## src/pmcc_params.svh

```systemverilog
// Register offsets, field positions, reset values and timing counts
`ifndef PMCC_PARAMS_SVH
`define PMCC_PARAMS_SVH

// Register byte offsets on the APB slave
`define PMCC_OFF_MODE     8'h00
`define PMCC_OFF_PWR      8'h04
`define PMCC_OFF_DIV      8'h08
`define PMCC_OFF_MAP      8'h0C
`define PMCC_OFF_EFLAG    8'h10
`define PMCC_OFF_ECFG     8'h14
`define PMCC_OFF_PINSEL   8'h18
`define PMCC_OFF_PLL      8'h1C
`define PMCC_OFF_STAT     8'h20

// Mode register bit positions
`define PMCC_MODE_IDLE    0
`define PMCC_MODE_PDOWN   1

// PLL control bit positions
`define PMCC_PLL_EN       0
`define PMCC_PLL_CONN     1

// Divider codes: reset code selects a quarter rate
`define PMCC_DIV_QUARTER  2'h0
`define PMCC_DIV_FULL     2'h1
`define PMCC_DIV_HALF     2'h2

// Divider terminal counts for each rate
`define PMCC_LAST_FULL    2'h0
`define PMCC_LAST_HALF    2'h1
`define PMCC_LAST_QUARTER 2'h3

// Event config field positions inside the config word
`define PMCC_ECFG_EDGE_LSB 0
`define PMCC_ECFG_POL_LSB  4
`define PMCC_ECFG_WAKE_LSB 8

// Oscillator settle count after the oscillator reports running
`define PMCC_WAKE_CLKS    4096

`endif

```

## src/pmcc_pkg.sv

```systemverilog
// Types shared by the power mode and clock control block
package pmcc_pkg;

  // Control state, one-hot
  typedef enum logic [4:0] {
    PMCC_ST_RST   = 5'b00001,  // Internal reset held
    PMCC_ST_WAKE  = 5'b00010,  // Settling after deep sleep
    PMCC_ST_RUN   = 5'b00100,  // Normal execution
    PMCC_ST_IDLE  = 5'b01000,  // Light sleep
    PMCC_ST_PDOWN = 5'b10000   // Deep sleep
  } pmcc_state_e;

  // External interrupt channel configuration
  typedef struct packed {
    logic [3:0] wake;       // Channel may end deep sleep
    logic [3:0] pol;        // 1: high level or rising edge
    logic [3:0] edge_mode;  // 1: edge, 0: level
  } pmcc_ecfg_s;

endpackage

```

## src/pmcc_top.sv

```systemverilog
// Power mode, wake-up timer, clock divider and remap control
//
// How it works
// - Light sleep halts execution until reset/interrupt
// - Peripherals keep clocks and interrupts in light sleep
// - Deep sleep stops the crystal oscillator
// - Deep sleep retains state and holds pins
// - Deep sleep ends only on reset/clockless interrupt
// - Nine pins combine into four interrupt channels
// - Enabled external interrupt wakes from deep sleep
// - Map control selects flash or RAM vectors
// - Each peripheral can be powered off alone
// - Bus clock is full, half or quarter rate
// - Divider resets to quarter rate
// - PLL keeps running through light sleep
// - Wake timer checks oscillator before execution
// - Reset held until oscillator, count, flash ready
// - Every deep sleep exit passes the wake timer
// - PLL off and bypassed after reset
//
// The register offsets and the APB interface to the registers were decided locally.
`timescale 1ns/1ps
`include "pmcc_params.svh"

module pmcc_top #(
  parameter int NPERIPH   = 8,                // Gated peripherals
  parameter int WAKE_CLKS = `PMCC_WAKE_CLKS   // Settle count
) (
  input  wire logic               clk_sys_i,        // Processor clock
  input  wire logic               resetn_i,         // Sync, active low
  input  wire logic               psel_i,
  input  wire logic               penable_i,
  input  wire logic               pwrite_i,
  input  wire logic [7:0]         paddr_i,
  input  wire logic [31:0]        pwdata_i,
  output logic      [31:0]        prdata_o,
  output logic                    pready_o,
  output logic                    pslverr_o,
  input  wire logic [8:0]         eint_pin_i,       // External int pins
  input  wire logic               periph_irq_i,     // Other interrupts
  input  wire logic               osc_ready_i,      // Oscillator running
  input  wire logic               flash_done_i,     // Flash init done
  input  wire logic               pll_lock_i,       // PLL locked
  output logic                    cpu_reset_n_o,    // Internal reset
  output logic                    cpu_run_o,        // Processor clock on
  output logic                    osc_enable_o,     // Oscillator on
  output logic                    pll_enable_o,     // PLL powered
  output logic                    pll_connect_o,    // PLL drives clock
  output logic                    pclk_en_o,        // Bus clock enable
  output logic [NPERIPH-1:0]      periph_pwr_o,     // Per-periph power
  output logic                    map_sram_o,       // Vectors from RAM
  output logic                    hold_pins_o,      // Freeze pin levels
  output logic [3:0]              eint_irq_o        // Channel flags
);

  // Combined active level of one channel from its pins
  function automatic logic chan_level(input logic [8:0] pins,
                                      input logic [8:0] sel,
                                      input logic       pol,
                                      input int         ch);
    logic acc;
    acc = 1'b0;
    for (int i = ch; i < 9; i += 4) begin
      acc = acc | (sel[i] & (pins[i] ~^ pol));
    end
    return acc;
  endfunction

  // Terminal count for a divider code; reserved code acts as quarter
  function automatic logic [1:0] div_last(input logic [1:0] code);
    return (code == `PMCC_DIV_FULL) ? `PMCC_LAST_FULL :
           (code == `PMCC_DIV_HALF) ? `PMCC_LAST_HALF :
                                      `PMCC_LAST_QUARTER;
  endfunction

  // Registers
  pmcc_pkg::pmcc_state_e  state_q, state_d;  // Control state
  logic [1:0]             mode_q;            // Sleep request bits
  logic [NPERIPH-1:0]     pwr_q;             // Peripheral power
  logic [1:0]             div_q;             // Programmed divider
  logic [1:0]             act_last_q;        // Divider in force
  logic [1:0]             div_cnt_q;         // Divider phase
  logic                   map_q;             // Vector map select
  logic [3:0]             eflag_q;           // Sticky channel flags
  logic [3:0]             elvl_q;            // Previous channel levels
  pmcc_pkg::pmcc_ecfg_s   ecfg_q;            // Channel config
  logic [8:0]             pinsel_q;          // Pin function select
  logic [1:0]             pll_q;             // PLL enable, connect
  logic [12:0]            wcnt_q;            // Wake timer count
  logic [31:0]            prdata_q;
  logic                   pready_q;
  logic                   pslverr_q;
  logic                   pclk_q;
  logic                   run_q;
  logic                   rstn_q;
  logic                   osc_q;
  logic                   hold_q;

  // Bus decode
  wire access_w  = psel_i & penable_i;
  wire done_w    = access_w & pready_q;   // Transfer completes
  wire wr_w      = done_w & pwrite_i;
  wire hit_mode  = paddr_i == `PMCC_OFF_MODE;
  wire hit_pwr   = paddr_i == `PMCC_OFF_PWR;
  wire hit_div   = paddr_i == `PMCC_OFF_DIV;
  wire hit_map   = paddr_i == `PMCC_OFF_MAP;
  wire hit_eflag = paddr_i == `PMCC_OFF_EFLAG;
  wire hit_ecfg  = paddr_i == `PMCC_OFF_ECFG;
  wire hit_psel  = paddr_i == `PMCC_OFF_PINSEL;
  wire hit_pll   = paddr_i == `PMCC_OFF_PLL;
  wire hit_stat  = paddr_i == `PMCC_OFF_STAT;
  wire mapped_w  = hit_mode | hit_pwr | hit_div | hit_map | hit_eflag |
                   hit_ecfg | hit_psel | hit_pll | hit_stat;

  // Read data selection, unused bits read as zero
  wire [31:0] rd_w =
    hit_mode  ? {30'h0000_0000, mode_q} :
    hit_pwr   ? 32'(pwr_q) :
    hit_div   ? {30'h0000_0000, div_q} :
    hit_map   ? {31'h0000_0000, map_q} :
    hit_eflag ? {28'h000_0000, eflag_q} :
    hit_ecfg  ? {20'h0_0000, ecfg_q} :
    hit_psel  ? {23'h00_0000, pinsel_q} :
    hit_pll   ? {29'h0000_0000, pll_lock_i, pll_q} :
    hit_stat  ? {26'h000_0000, osc_ready_i, state_q} :
                32'h0000_0000;

  // Channel levels from pins, polarity applied
  logic [3:0] lvl_w;
  always_comb begin
    for (int c = 0; c < 4; c++) begin
      lvl_w[c] = chan_level(eint_pin_i, pinsel_q, ecfg_q.pol[c], c);
    end
  end

  // Edge channels flag on a new active level, level channels flag while it is active
  wire [3:0] eset_w  = (ecfg_q.edge_mode & lvl_w & ~elvl_q) |
                       (~ecfg_q.edge_mode & lvl_w);
  wire [3:0] eclr_w  = (wr_w & hit_eflag) ? pwdata_i[3:0] : 4'h0;
  // Deep sleep wake is sensed from pin levels with no clock needed
  wire       pd_wake = |(lvl_w & ecfg_q.wake);
  wire       irq_any = (|eflag_q) | periph_irq_i;
  wire       wtimer_done = wcnt_q == 13'(WAKE_CLKS - 1);
  wire [1:0] div_nxt = (div_cnt_q == act_last_q) ? 2'h0 :
                       2'(div_cnt_q + 2'h1);

  // Next control state
  always_comb begin
    state_d = state_q;
    unique case (state_q)
      pmcc_pkg::PMCC_ST_RST: begin
        // Leave reset only with oscillator, count and flash ready
        if (osc_ready_i && wtimer_done && flash_done_i) begin
          state_d = pmcc_pkg::PMCC_ST_RUN;
        end
      end
      pmcc_pkg::PMCC_ST_WAKE: begin
        if (osc_ready_i && wtimer_done) begin
          state_d = pmcc_pkg::PMCC_ST_RUN;
        end
      end
      pmcc_pkg::PMCC_ST_RUN: begin
        // Deep sleep has priority if both bits are set
        if (mode_q[`PMCC_MODE_PDOWN]) begin
          state_d = pmcc_pkg::PMCC_ST_PDOWN;
        end else if (mode_q[`PMCC_MODE_IDLE]) begin
          state_d = pmcc_pkg::PMCC_ST_IDLE;
        end
      end
      pmcc_pkg::PMCC_ST_IDLE: begin
        if (irq_any) begin
          state_d = pmcc_pkg::PMCC_ST_RUN;
        end
      end
      pmcc_pkg::PMCC_ST_PDOWN: begin
        if (pd_wake) begin
          state_d = pmcc_pkg::PMCC_ST_WAKE;
        end
      end
      default: state_d = pmcc_pkg::PMCC_ST_RST;
    endcase
  end

  // State and wake timer; the timer only runs while oscillator is up
  always_ff @(posedge clk_sys_i) begin
    if (!resetn_i) begin
      state_q <= pmcc_pkg::PMCC_ST_RST;
      wcnt_q  <= 13'h0000;
    end else begin
      state_q <= state_d;
      if ((state_q == pmcc_pkg::PMCC_ST_RST ||
           state_q == pmcc_pkg::PMCC_ST_WAKE) && osc_ready_i &&
          !wtimer_done) begin
        wcnt_q <= 13'(wcnt_q + 13'h0001);
      end else if (state_q != pmcc_pkg::PMCC_ST_RST &&
                   state_q != pmcc_pkg::PMCC_ST_WAKE) begin
        wcnt_q <= 13'h0000;
      end
    end
  end

  // Sleep request bits: software sets, wake clears
  always_ff @(posedge clk_sys_i) begin
    if (!resetn_i) begin
      mode_q <= 2'h0;
    end else if (state_q == pmcc_pkg::PMCC_ST_IDLE && irq_any) begin
      mode_q[`PMCC_MODE_IDLE] <= 1'b0;
    end else if (state_q == pmcc_pkg::PMCC_ST_PDOWN && pd_wake) begin
      mode_q[`PMCC_MODE_PDOWN] <= 1'b0;
    end else if (wr_w && hit_mode) begin
      mode_q <= pwdata_i[1:0];
    end
  end

  // Plain configuration registers; frozen in deep sleep by no clocked use
  always_ff @(posedge clk_sys_i) begin
    if (!resetn_i) begin
      pwr_q    <= {NPERIPH{1'b1}};
      div_q    <= `PMCC_DIV_QUARTER;
      map_q    <= 1'b0;
      ecfg_q   <= '0;
      pinsel_q <= 9'h000;
      pll_q    <= 2'h0;
    end else if (wr_w) begin
      if (hit_pwr)  pwr_q    <= pwdata_i[NPERIPH-1:0];
      if (hit_div)  div_q    <= pwdata_i[1:0];
      if (hit_map)  map_q    <= pwdata_i[0];
      if (hit_ecfg) ecfg_q   <= pwdata_i[11:0];
      if (hit_psel) pinsel_q <= pwdata_i[8:0];
      if (hit_pll)  pll_q    <= pwdata_i[1:0];
    end
  end

  // Channel flags: a new event wins over a clear in the same cycle
  always_ff @(posedge clk_sys_i) begin
    if (!resetn_i) begin
      eflag_q <= 4'h0;
      elvl_q  <= 4'h0;
    end else begin
      eflag_q <= (eflag_q & ~eclr_w) | eset_w;
      elvl_q  <= lvl_w;
    end
  end

  // Bus divider: the new ratio is adopted only when a period ends
  always_ff @(posedge clk_sys_i) begin
    if (!resetn_i) begin
      act_last_q <= `PMCC_LAST_QUARTER;
      div_cnt_q  <= 2'h0;
      pclk_q     <= 1'b0;
    end else begin
      div_cnt_q <= div_nxt;
      pclk_q    <= div_cnt_q == act_last_q;
      if (div_cnt_q == act_last_q) begin
        act_last_q <= div_last(div_q);
      end
    end
  end

  // APB answer one cycle into the access phase
  always_ff @(posedge clk_sys_i) begin
    if (!resetn_i) begin
      pready_q  <= 1'b0;
      pslverr_q <= 1'b0;
      prdata_q  <= 32'h0000_0000;
    end else begin
      pready_q  <= access_w & ~pready_q;
      pslverr_q <= access_w & ~pready_q & ~mapped_w;
      prdata_q  <= (access_w & ~pready_q & ~pwrite_i) ? rd_w :
                   32'h0000_0000;
    end
  end

  // Power outputs follow the next state so they match state_q
  always_ff @(posedge clk_sys_i) begin
    if (!resetn_i) begin
      run_q  <= 1'b0;
      rstn_q <= 1'b0;
      osc_q  <= 1'b1;
      hold_q <= 1'b0;
    end else begin
      run_q  <= state_d == pmcc_pkg::PMCC_ST_RUN;
      rstn_q <= state_d != pmcc_pkg::PMCC_ST_RST;
      osc_q  <= state_d != pmcc_pkg::PMCC_ST_PDOWN;
      hold_q <= state_d == pmcc_pkg::PMCC_ST_PDOWN;
    end
  end

  // Output drive; PLL follows pll_q through light sleep and deep sleep alike
  assign prdata_o      = prdata_q;
  assign pready_o      = pready_q;
  assign pslverr_o     = pslverr_q;
  assign cpu_reset_n_o = rstn_q;
  assign cpu_run_o     = run_q;
  assign osc_enable_o  = osc_q;
  assign pll_enable_o  = pll_q[`PMCC_PLL_EN];
  assign pll_connect_o = pll_q[`PMCC_PLL_CONN];
  assign pclk_en_o     = pclk_q;
  assign periph_pwr_o  = pwr_q;
  assign map_sram_o    = map_q;
  assign hold_pins_o   = hold_q;
  assign eint_irq_o    = eflag_q;
endmodule

```

## config.mk

```make
export PLATFORM = sky130hd
export DESIGN_NAME = pmcc_top
export DESIGN_NICKNAME = d
export VERILOG_FILES = /design/src/pmcc_pkg.sv /design/src/pmcc_top.sv
export VERILOG_INCLUDE_DIRS = /design/src
export SDC_FILE = /design/constraint.sdc
export NUM_CORES = 1
export LEC_CHECK = 0
export BUFFER_PORTS_ARGS = -buffer_cell sky130_fd_sc_hd__buf_2
export CORE_ASPECT_RATIO = 0.6
export CORE_MARGIN = 2
export CORE_UTILIZATION = 30
export CTS_BUF_LIST = sky130_fd_sc_hd__clkbuf_8
export DETAILED_ROUTE_END_ITERATION = 16
export GPL_ROUTABILITY_DRIVEN = 0
export HOLD_SLACK_MARGIN = 0.03
export PLACE_DENSITY = 0.62
export SYNTH_ARGS = -nofsm -noshare
export SYNTH_HDL_FRONTEND = slang
export SYNTH_SLANG_ARGS = --single-unit
export TNS_END_PERCENT = 5
```

## constraint.sdc

```tcl
create_clock -name clk_sys_i -period 3.6 [get_ports clk_sys_i]
set_input_delay 0.72 -clock clk_sys_i [delete_from_list [all_inputs] [get_ports clk_sys_i]]
set_output_delay 0.72 -clock clk_sys_i [all_outputs]
set_load 0.02 [all_outputs]
```

Word level (Yosys, flattened, before mapping)
Cells that the tools add are included.
Widths: inputs -> output; s select.

cells by class
  $add $sub $neg = 2
  multipliers = 0
  divide/modulo/power cells = 0
  $lt $le $gt $ge = 0
  eq/ne operators = 23
  shift operators = 0
  multiplexer cells = 23
  bitwise operators = 56
  reductions and logical operators = 29

operators by type and width
  cell                   number
  $eq 8x5->1 const B     4
  $mux 8                 4
  $mux 5                 6
  $mux 13                2
  $pmux 5 s5             1
  $and 4x4->4            5
  $reduce_and 2->1       9
  $and 1x1->1            16
  $eq 8x4->1 const B     2
  $or 1x1->1             14
  $add 13x1->13 const B  1
  $eq 13x12->1 const B   1
  $mux 12                1
  $mux 6                 2
  $not 4->4              3
  $eq 5x3->1 const B     2
  $eq 5x5->1 const B     2
  $ne 5x1->1 const B     2
  $reduce_or 10->1       1
  $mux 9                 1
  $xnor 1x1->1           9
  $eq 8x3->1 const B     1
  $eq 8x6->1 const B     1
  $logic_and 1x1->1      8
  other kinds (22)       35

storage, ports and cells
  register bits after elaboration = 105
  latch bits = 0
  memory bits (writable) = 0
  bits in read-only memories = 0
  input bits = 58
  output and inout port bits = 54
  word-level logic and storage cells = 160
  memories = 0

Logic depth before layout (Yosys ltp)
Gate-level depths: netlist of run 1.

  word-level depth = 11
  gate-level depth with buffers = 8
  depth with buffers taken out = 7

Worst setup path before layout of run 1
Ideal clock, no wire load.

  path type = input to register
  from = in paddr_i[5]
  to = reg pinsel_q[0]
  setup time = 116 ps
  arrival time = 2,067 ps
  data required time = 3,484 ps
  setup slack = 1,417 ps
  cell stages on the path = 6
  path buffers = 2
  cell sequence = or4b_1 -> buf_2 -> nor4_4 -> buf_6 -> mux2i_1 -> nor2b_1

between the ends
  longest elaborated chain between the ends = 2

RTL lines
  what                        line             RTL
  start, declared             pmcc_top.sv:34   input wire logic [7:0] paddr_i,
  $eq 8x5->1 (no line)        --
  $reduce_and 2->1 (no line)  --
  end signal, assigned        pmcc_top.sv:229  if (hit_psel) pinsel_q <= pwdata_i[8:0];
  end, declared               pmcc_top.sv:87   logic [8:0] pinsel_q;

Every way passes these cells.
A chain may end at the register's enable or synchronous reset.

Worst setup path in the final report of run 1
  from = in paddr_i[2]
  to = reg ecfg_q[5] (netlist name)

between the ends
  longest elaborated chain between the ends = 2

RTL lines
  what                        line             RTL
  $eq 8x5->1 (no line)        --
  $reduce_and 2->1 (no line)  --
  end signal, assigned        pmcc_top.sv:228  if (hit_ecfg) ecfg_q <= pwdata_i[11:0];
  end, declared               pmcc_top.sv:86   pmcc_pkg::pmcc_ecfg_s ecfg_q;

Every way passes these cells.

==> impl_metrics.tcl, run 1 <==
set metrics [dict create \
    status "finished clean" \
    grt_use_total_pct 16.3 \
    cts_buffer_depth 2 \
    max_slew.worst_pin.slew_ns 0.660 \
    comb_power_share_pct 7.1 \
    crit_family "simple AND/OR/NAND/NOR gates" \
    cp_common_cell "buf_4" \
    fp-row-count 33 \
    crit_path_end_kind "flip-flop" \
    clk_pin_slew_ns 0.09 \
    synth_area_per_cell_um2 8.67 \
    dieArea_um2 14900 \
    timing.rr.start "wcnt_q[0]$_SDFFE_PN0P_" \
    vdd_drop_max_mv 0.153 \
    htreeDepth 3 \
    syn_inst 482 \
    grt-ovfl-total 0 \
    hold_depth 2 \
    r2r_slack_ns 1.54 \
    drc 0 \
    rsz0062_at_grt "false" \
    path_buf_inv 3 \
    leakage_nw 1.87 \
    synth_edf_count 0 \
    cts_inserted_buffers 9 \
    ctsResizeCount 0 \
    layout_setup_ws_ns 1.26 \
    finalWirelength_um 11800 \
    ys_ff_latch 85 \
    tns_ns 0 \
    p_per_area_nw_per_um2 383 \
    p_sw_mw 0.462 \
    drive_gt1_share_pct 18.7 \
    holdBufCountCts 0 \
    grt_pass1_wl_um 18500 \
    seq_power_share_pct 50.9 \
    required_ns 3.87 \
    syn_area_um2 4180 \
    p_int_mw 1.40 \
    route.detailed.vias_per_inst 5.07 \
    diodes 0 \
    drv_slew 0 \
    yosysWarningCount 0 \
    async_flop_share_pct 0 \
    post_cts_buffers 0 \
    die_w_um 156 \
    synth_seq_area_share_pct 40.7 \
    grt_pass1_vias 3483 \
    hold_viol 0 \
    path_depth 8 \
    fill_cells 1406 \
    arrival_ns 2.61 \
    ys.flop_type "dfxtp_1" \
    drt_iter0_drc 317 \
    swShare_pct 24.8 \
    grt_max_degree 56 \
    area_growth_pct 16.5 \
    post-route-min-period_ns 2.34 \
    cp_slowest_cell "nor2_2" \
    wl_per_cell_um 16.2 \
    initial_core_util_pct 30.7 \
    hp-start "wcnt_q[12]$_SDFFE_PN0P_" \
    place_ws_ns 0.923 \
    crit_chain "buf_2 > nor4b_4 > buf_4 > nand2_1 > nor2_2 > buf_4 > mux2i_1 > nor2b_1" \
    crit_type "in2reg" \
    reg2reg_depth 7 \
    worstSetupStartpointType "input port" \
    coreArea_um2 13600 \
    antenna_found_initial 0 \
    slew_headroom_pct 55.5 \
    dr_total_vias 3705 \
    setup_viol 0 \
    clk_latency_ns 0.37 \
    timing.final.crit_share_pct 65.0 \
    firstDrtPassIters 5 \
    p_clk_share_pct 42.0 \
    total_power_mw 1.87 \
    max_stage_delay_ns 0.42 \
    fmax_mhz 427 \
    cap_violations 0 \
    hold_end "wcnt_q[12]$_SDFFE_PN0P_" \
    cts_sinks 85 \
    hold_path_class "reg2reg" \
    antenna_left 0 \
    rr_endpoint "wcnt_q[7]$_SDFFE_PN0P_" \
    path_max_fanout 15 \
    io_buffers 71 \
    chipHeight_um 95.4 \
    io_pins 112 \
    cts_tree "built" \
    cts_root_buf "clkbuf_8" \
    nets 611 \
    dpl.hpwl_um 9000 \
    finClkSkew_ns 0.0108 \
    synth_cell_types 54 \
]
==> metal layers <==
layer | share of wire, % | up-vias | GRT usage [%] | wire length (µm)
met1 | 49 | 1745 | 23.6 | 5820
li1 | - | 1775 | - | -
met5 | 0 | - | 0 | 0
met4 | 0.98 | 0 | 4.89 | 116
met3 | 9.7 | 11 | 5.23 | 1150
met2 | 40 | 174 | 23.0 | 4760
==> power groups by stage <==
stage / registers, mW / clock network, mW / logic (mW)
final: 0.950 / 0.783 / 0.132
after global placement: 0.972 / 0 / 0.128
after floorplan: 0.973 / 0 / 0.0928
after CTS: 0.950 / 0.806 / 0.131
after global routing: 0.951 / 0.839 / 0.143
after detailed placement: 0.972 / 0 / 0.130
==> sequential cells by signal, summed over array words and instances, names as in the netlist, 2 cells and up <==
| name | flops |
|---|---|
| wcnt_q | 13 |
| ecfg_q | 12 |
| prdata_o | 12 |
| pinsel_q | 9 |
| periph_pwr_o | 8 |
| state_q | 5 |
| eint_irq_o | 4 |
| elvl_q | 4 |
| act_last_q | 2 |
| div_cnt_q | 2 |
| div_q | 2 |
| mode_q | 2 |
| pll_q | 2 |
==> metrics by stage <==
step | instances | utilization, % | instance area [µm²] | hold WS, ns
floorplan | 501 | - | 4250 | 0.426
global placement | 715 | 34.0 | 4640 | 0.435
detailed placement | 715 | 34.0 | 4640 | 0.451
CTS | 731 | 35.7 | 4870 | 0.464
global route | 731 | 35.7 | 4870 | 0.483
finish | 731 | 35.7 | 4870 | 0.464
==> cells in the final DEF, fill, tap and decap left out, drive strengths merged, types with 3 or more instances in the layout <==
cell type and instances:
dfxtp 85, buf 77, nand2 62, nor2 35, nor2b 33, mux2i 32
a21oi 24, conb 20, nand3 18, inv 17, xnor2 16, o21ai 13
nor3 12, clkbuf 10, and2 7, a22oi 6, xor2 6, a32o 5
nand2b 5, o22ai 5, and3 5, a21boi 5, nand4 4, a22o 4
or2 4, nor4 4, nor3b 3, and4 3, nand3b 3, a211oi 3
nand4b 3, o41ai 3
==> cell type report <==
type	count	area, µm²	share of cell area [%]
clock buffer	10	138	2.83
tap	175	219	4.50
sequential	85	1700	35.0
multi-input combinational	363	2260	46.4
inverter	15	56.3	1.16
timing repair buffer	77	400	8.23
clock inverter	6	92.6	1.90
==> worst min-delay path, delay by kind of cell (launching register included) <==
family	cells	cell delay (ns)
DFF	1	0.32
buffers and inverters	1	0.06
AOI/OAI and AO/OA	1	0.05
==> cells in the mapped netlist, types with 4 or more instances <==
cell type,n,area [µm²]
a21boi_0,4,30.0
a21oi_1,24,120
a22o_1,4,35.0
a22oi_1,6,45.0
a32o_1,5,50.1
and2_1,7,43.8
and3_1,5,31.3
buf_4,21,158
clkbuf_1,14,52.6
dfxtp_1,85,1700
inv_1,15,56.3
mux2i_1,32,320
nand2_1,62,233
nand2b_1,5,31.3
nand3_1,18,90.1
nand4_1,4,25.0
nor2_1,34,128
nor2b_1,33,206
nor3_1,12,60.1
o21ai_0,12,60.1
o22ai_1,5,31.3
or2_2,4,25.0
xnor2_1,16,140
xor2_1,6,52.6
==> cell families (layout without fill, tap and decap cells) <==
family	Yosys count	in the layout	synth area share (%)
AND/OR/NAND/NOR	209	209	27.0
flip-flops	85	85	40.7
AO/OA/AOI/OAI	78	78	12.5
buffers and inverters	53	108	6.89
multiplexers	32	32	7.67
XOR/XNOR	22	22	4.61
adder cells (fa/ha/maj)	2	2	0.599
other	1	20	0.0898
==> how the worst max path moves through the flow <==
stage | to | startpoint | slack [ns]
finish | ecfg_q[5]$_SDFFE_PN0P_ | paddr_i[2] | 1.26
global route | ecfg_q[5]$_SDFFE_PN0P_ | paddr_i[2] | 1.16
floorplan | pinsel_q[0]$_SDFFE_PN0P_ | paddr_i[5] | 1.42
global placement | ecfg_q[7]$_SDFFE_PN0P_ | paddr_i[2] | 0.97
detailed placement | ecfg_q[3]$_SDFFE_PN0P_ | paddr_i[2] | 0.92
CTS | ecfg_q[5]$_SDFFE_PN0P_ | paddr_i[2] | 1.30
(Power assumes the default switching activity.)
==> run 2, diff against run 1 <==
--- a/config.mk
+++ b/config.mk
@@ -14,7 +14,7 @@
 export DETAILED_ROUTE_END_ITERATION = 16
 export GPL_ROUTABILITY_DRIVEN = 0
 export HOLD_SLACK_MARGIN = 0.03
-export PLACE_DENSITY = 0.62
+export PLACE_DENSITY = 0.64
 export SYNTH_ARGS = -nofsm -noshare
 export SYNTH_HDL_FRONTEND = slang
 export SYNTH_SLANG_ARGS = --single-unit
==> constraint.sdc (replaced) <==
create_clock -name clk_sys_i -period 2.15 [get_ports clk_sys_i]
set_input_delay 0.43 -clock clk_sys_i [delete_from_list [all_inputs] [get_ports clk_sys_i]]
set_output_delay 0.43 -clock clk_sys_i [all_outputs]
set_load 0.02 [all_outputs]
==> impl_metrics.tcl, run 2 (same netlist as run 1, synthesis figures left out) <==
set metrics [dict create \
    status "finished clean" \
    rsz0062_at_grt "false" \
    fmax_mhz 486 \
    diodes 0 \
    hold_viol 0 \
    clk_pin_slew_ns 0.08 \
    place_area_um2 4890 \
    worstSetupStartpointType "flip-flop" \
    grt_pass1_vias 3403 \
    total_power_mw 2.85 \
    leakage_nw 2.00 \
    route.detailed.vias_per_inst 4.99 \
    top_register "wcnt_q" \
    dieArea_um2 14900 \
    p_clk_share_pct 35.5 \
    chipHeight_um 95.4 \
    drt_iter0_drc 320 \
    die_w_um 156 \
    final_common_cell "dfxtp_1" \
    hold_path_class "in2reg" \
    tns_ns 0 \
    grt-ovfl-total 0 \
    largest_reg_flops 13 \
    initial_core_util_pct 30.7 \
    holdBufCountCts 0 \
    p_int_mw 2.11 \
    drv_slew 0 \
    setup_viol 0 \
    io_buffers 71 \
    holdWs_ns 0.320 \
    ctsResizeCount 0 \
    cts_tree "built" \
    fp-row-count 33 \
    vdd_drop_max_mv 0.297 \
    path_max_fanout 6 \
    nets 641 \
    wl_met3_um 965 \
    dpl.hpwl_um 9660 \
    arrival_ns 2.37 \
    top_layer "met4" \
    area_growth_pct 21.0 \
    p_per_area_nw_per_um2 563 \
    coreArea_um2 13600 \
    final_area_um2 5050 \
    io_pins 112 \
    timing.final.crit_share_pct 95.7 \
    wl_per_cell_um 16.2 \
    finClkSkew_ns 0.0109 \
    crit_path_end_kind "flip-flop" \
    cts_sinks 85 \
    cap_violations 0 \
    swShare_pct 25.9 \
    drive_gt1_share_pct 22.6 \
    cts_root_buf "clkbuf_8" \
    clk_latency_ns 0.37 \
    antenna_left 0 \
    cts_inserted_buffers 9 \
    p_sw_mw 0.736 \
    required_ns 2.46 \
    htreeDepth 3 \
    grt_max_degree 37 \
    crit_type "reg2reg" \
    post_cts_buffers 0 \
    wl_met1_um 6300 \
    grt_pass1_wl_um 18300 \
    drc 0 \
    seq_power_share_pct 55.9 \
    layout_common_cells "dfxtp_1, buf_2, nand2_1, nor2_1, buf_4" \
    cts_buffer_depth 2 \
    antenna_found_initial 0 \
    firstDrtPassIters 6 \
    post-route-min-period_ns 2.06 \
    finalWirelength_um 12300 \
    dr_wl_met2_um 4950 \
    dr_total_vias 3792 \
    grt_use_total_pct 16.5 \
    comb_power_share_pct 8.7 \
]
## run 2: area by class of cell
type / instances / area, µm²
clock buffer: 10 / 138
clock inverter: 5 / 28.8
fill: 1390 / 8570
inverter: 15 / 56.3
multi-input combinational: 363 / 2260
sequential: 85 / 1700
tap: 175 / 219
timing repair buffer: 107 / 651
## run 2: critical path, stage by stage, from the launching register on
cell,delay [ns]
dfxtp_1,0.32
nand4b_1,0.23
nor2_1,0.27
nand2_1,0.29
nor2_1,0.47
o211ai_1,0.29
nand2_1,0.13
## run 2: worst paths after layout
kind                           start                            to  slack (ns)  cells past startpoint
max reg2reg      pready_o$_SDFF_PN0_        prdata_o[4]$_SDFF_PP0_        0.09                      6
min                      pwdata_i[7]  periph_pwr_o[7]$_SDFFE_PN1P_        0.32                      3
min reg2reg  wcnt_q[12]$_SDFFE_PN0P_       wcnt_q[12]$_SDFFE_PN0P_        0.46                      2
max              pready_o$_SDFF_PN0_        prdata_o[4]$_SDFF_PP0_        0.09                      6
## run 2: through the flow
step           setup slack (ns)  cells  util (%)
6_report                 0.0923    760      37.1
5_1_grt                  0.0356    760      37.1
4_1_cts                   0.168    760      37.1
3_5_place_dp            -0.0875    745      35.9
3_3_place_gp            -0.0988    745      35.9
2_1_floorplan             0.257    501         -
## run 2: power by group through the flow
stage | Combinational, mW | Sequential [mW] | Clock (mW)
global placement | 0.238 | 1.63 | 0
floorplan | 0.155 | 1.63 | 0
detailed placement | 0.242 | 1.63 | 0
global route | 0.265 | 1.59 | 1.10
CTS | 0.243 | 1.59 | 1.03
finish | 0.247 | 1.59 | 1.01
## run 2: metal layers
| layer | vias to the layer above | track usage [%] |
|---|---|---|
| met4 | 0 | 4.28 |
| met5 | - | 0 |
| met1 | 1801 | 24.3 |
| met3 | 12 | 4.68 |
| li1 | 1828 | - |
| met2 | 151 | 23.2 |
==> run 3, diff against run 2 <==
--- a/config.mk
+++ b/config.mk
@@ -7,7 +7,7 @@
 export NUM_CORES = 1
 export LEC_CHECK = 0
 export BUFFER_PORTS_ARGS = -buffer_cell sky130_fd_sc_hd__buf_2
-export CORE_ASPECT_RATIO = 0.6
+export CORE_ASPECT_RATIO = 2
 export CORE_MARGIN = 2
 export CORE_UTILIZATION = 30
 export CTS_BUF_LIST = sky130_fd_sc_hd__clkbuf_8
==> impl_metrics.tcl, run 3 (same netlist as run 1, synthesis figures left out) <==
set metrics [dict create \
    worstSetupStartpointType "flip-flop" \
    fmax_mhz 525 \
    comb_power_share_pct 7.5 \
    diodes 0 \
    p_sw_mw 0.707 \
    cts_inserted_buffers 9 \
    vdd_drop_max_mv 0.308 \
    chipHeight_um 171 \
    post_cts_buffers 0 \
    slew_headroom_pct 66.5 \
    arrival_ns 2.15 \
    stdcell_count 734 \
    p_per_area_nw_per_um2 603 \
    required_ns 2.39 \
    grt_max_degree 58 \
    io_pins 112 \
    crit_path_end_kind "flip-flop" \
    top_register "wcnt_q" \
    p_clk_share_pct 39.7 \
    setup_viol 0 \
    dpl.hpwl_um 8020 \
    coreArea_um2 13700 \
    cts_tree "built" \
    drive_gt1_share_pct 21.3 \
    nets 633 \
    fill_cells 1410 \
    grt_pass1_vias 3219 \
    placed_cells 719 \
    status "finished clean" \
    cts_root_buf "clkbuf_8" \
    finalWirelength_um 10600 \
    firstDrtPassIters 5 \
    final_common_cell "dfxtp_1" \
    finClkSkew_ns 0.0170 \
    leakage_nw 1.98 \
    die_w_um 87.4 \
    swShare_pct 23.4 \
    cap_violations 0 \
    grt_pass1_wl_um 16700 \
    p_int_mw 2.31 \
    drv_slew 0 \
    wl_per_cell_um 14.4 \
    clk_pin_slew_ns 0.08 \
    path_max_fanout 4 \
    crit_chain "xnor2_1 > a22oi_1 > nor2_1 > or4b_1 > a21boi_1 > inv_1" \
    cp_slowest_cell "or4b_1" \
    htreeDepth 3 \
    dr_total_vias 3623 \
    cts_sinks 85 \
    io_buffers 71 \
    drt_iter0_drc 218 \
    max_stage_delay_ns 0.59 \
    grt-ovfl-total 0 \
    grt_use_total_pct 14.5 \
    tns_ns 0 \
    timing.final.crit_share_pct 88.5 \
    hold_viol 0 \
    hold_path_class "in2reg" \
    largest_reg_flops 13 \
    cts_buffer_depth 2 \
    antenna_left 0 \
    area_growth_pct 19.6 \
    post-route-min-period_ns 1.90 \
    max_slew.worst_pin.slew_ns 0.503 \
    seq_power_share_pct 52.8 \
    clk_latency_ns 0.36 \
    dieArea_um2 14900 \
    drc 0 \
    route.detailed.vias_per_inst 4.94 \
    antenna_found_initial 0 \
    initial_core_util_pct 30.4 \
    crit_type "reg2reg" \
    ctsResizeCount 0 \
    layout_common_cells "dfxtp_1, buf_2, nand2_1, nor2_1, nor2b_1" \
    rsz0062_at_grt "false" \
    holdBufCountCts 0 \
    fp-row-count 61 \
]
-- run 3: worst max-delay path: cells and delay by family (launching register included) --
| family | cells | cell delay (ns) |
|---|---|---|
| simple gates | 2 | 0.68 |
| flops | 1 | 0.43 |
| compound gates | 2 | 0.52 |
| xor+xnor | 1 | 0.10 |
| buf+inv | 1 | 0.06 |
-- run 3: final timing paths --
| path | startpoint | to | slack (ns) | cells after the start |
|---|---|---|---|---|
| hold reg to reg | periph_pwr_o[5]$_SDFFE_PN1P_ | prdata_o[5]$_SDFF_PP0_ | 0.45 | 2 |
| setup reg to reg | ecfg_q[5]$_SDFFE_PN0P_ | osc_enable_o$_SDFF_PN1_ | 0.25 | 6 |
| hold / removal | pwdata_i[7] | periph_pwr_o[7]$_SDFFE_PN1P_ | 0.31 | 3 |
| setup / recovery | ecfg_q[5]$_SDFFE_PN0P_ | osc_enable_o$_SDFF_PN1_ | 0.25 | 6 |
-- run 3: stage by stage --
stage          power, mW  hold slack [ns]  cell area [µm²]  utilization, %  worst slack (ns)
2_1_floorplan       1.78            0.426             4250               -             0.257
3_3_place_gp        1.85            0.439             4790            34.9            0.0531
3_5_place_dp        1.85            0.447             4790            34.9            0.0334
4_1_cts             3.05            0.294             5000            36.4             0.207
5_1_grt             3.16            0.306             5000            36.4            0.0391
6_report            3.01            0.315             5000            36.4             0.247
-- run 3: power groups by stage --
stage / logic [mW] / clock network [mW] / registers [mW]
CTS: 0.225 / 1.24 / 1.59
detailed placement: 0.224 / 0 / 1.63
global route: 0.247 / 1.32 / 1.59
global placement: 0.223 / 0 / 1.63
floorplan: 0.155 / 0 / 1.63
finish: 0.226 / 1.20 / 1.59
-- run 3: layout make-up --
class,count,area [µm²],area share (%)
clock buffer,9,124,2.48
clock inverter,6,81.3,1.63
sequential,85,1700,34.1
multi-input combinational,363,2260,45.2
timing repair buffer,99,578,11.6
inverter,15,56.3,1.13
tap,157,196,3.93
-- run 3: per-layer routing --
layer | global-route usage (%) | share of wire, %
met1 | 20.4 | 48
met2 | 21.7 | 44
met3 | 3.71 | 6.4
met4 | 4.01 | 1.4
met5 | 0 | 0
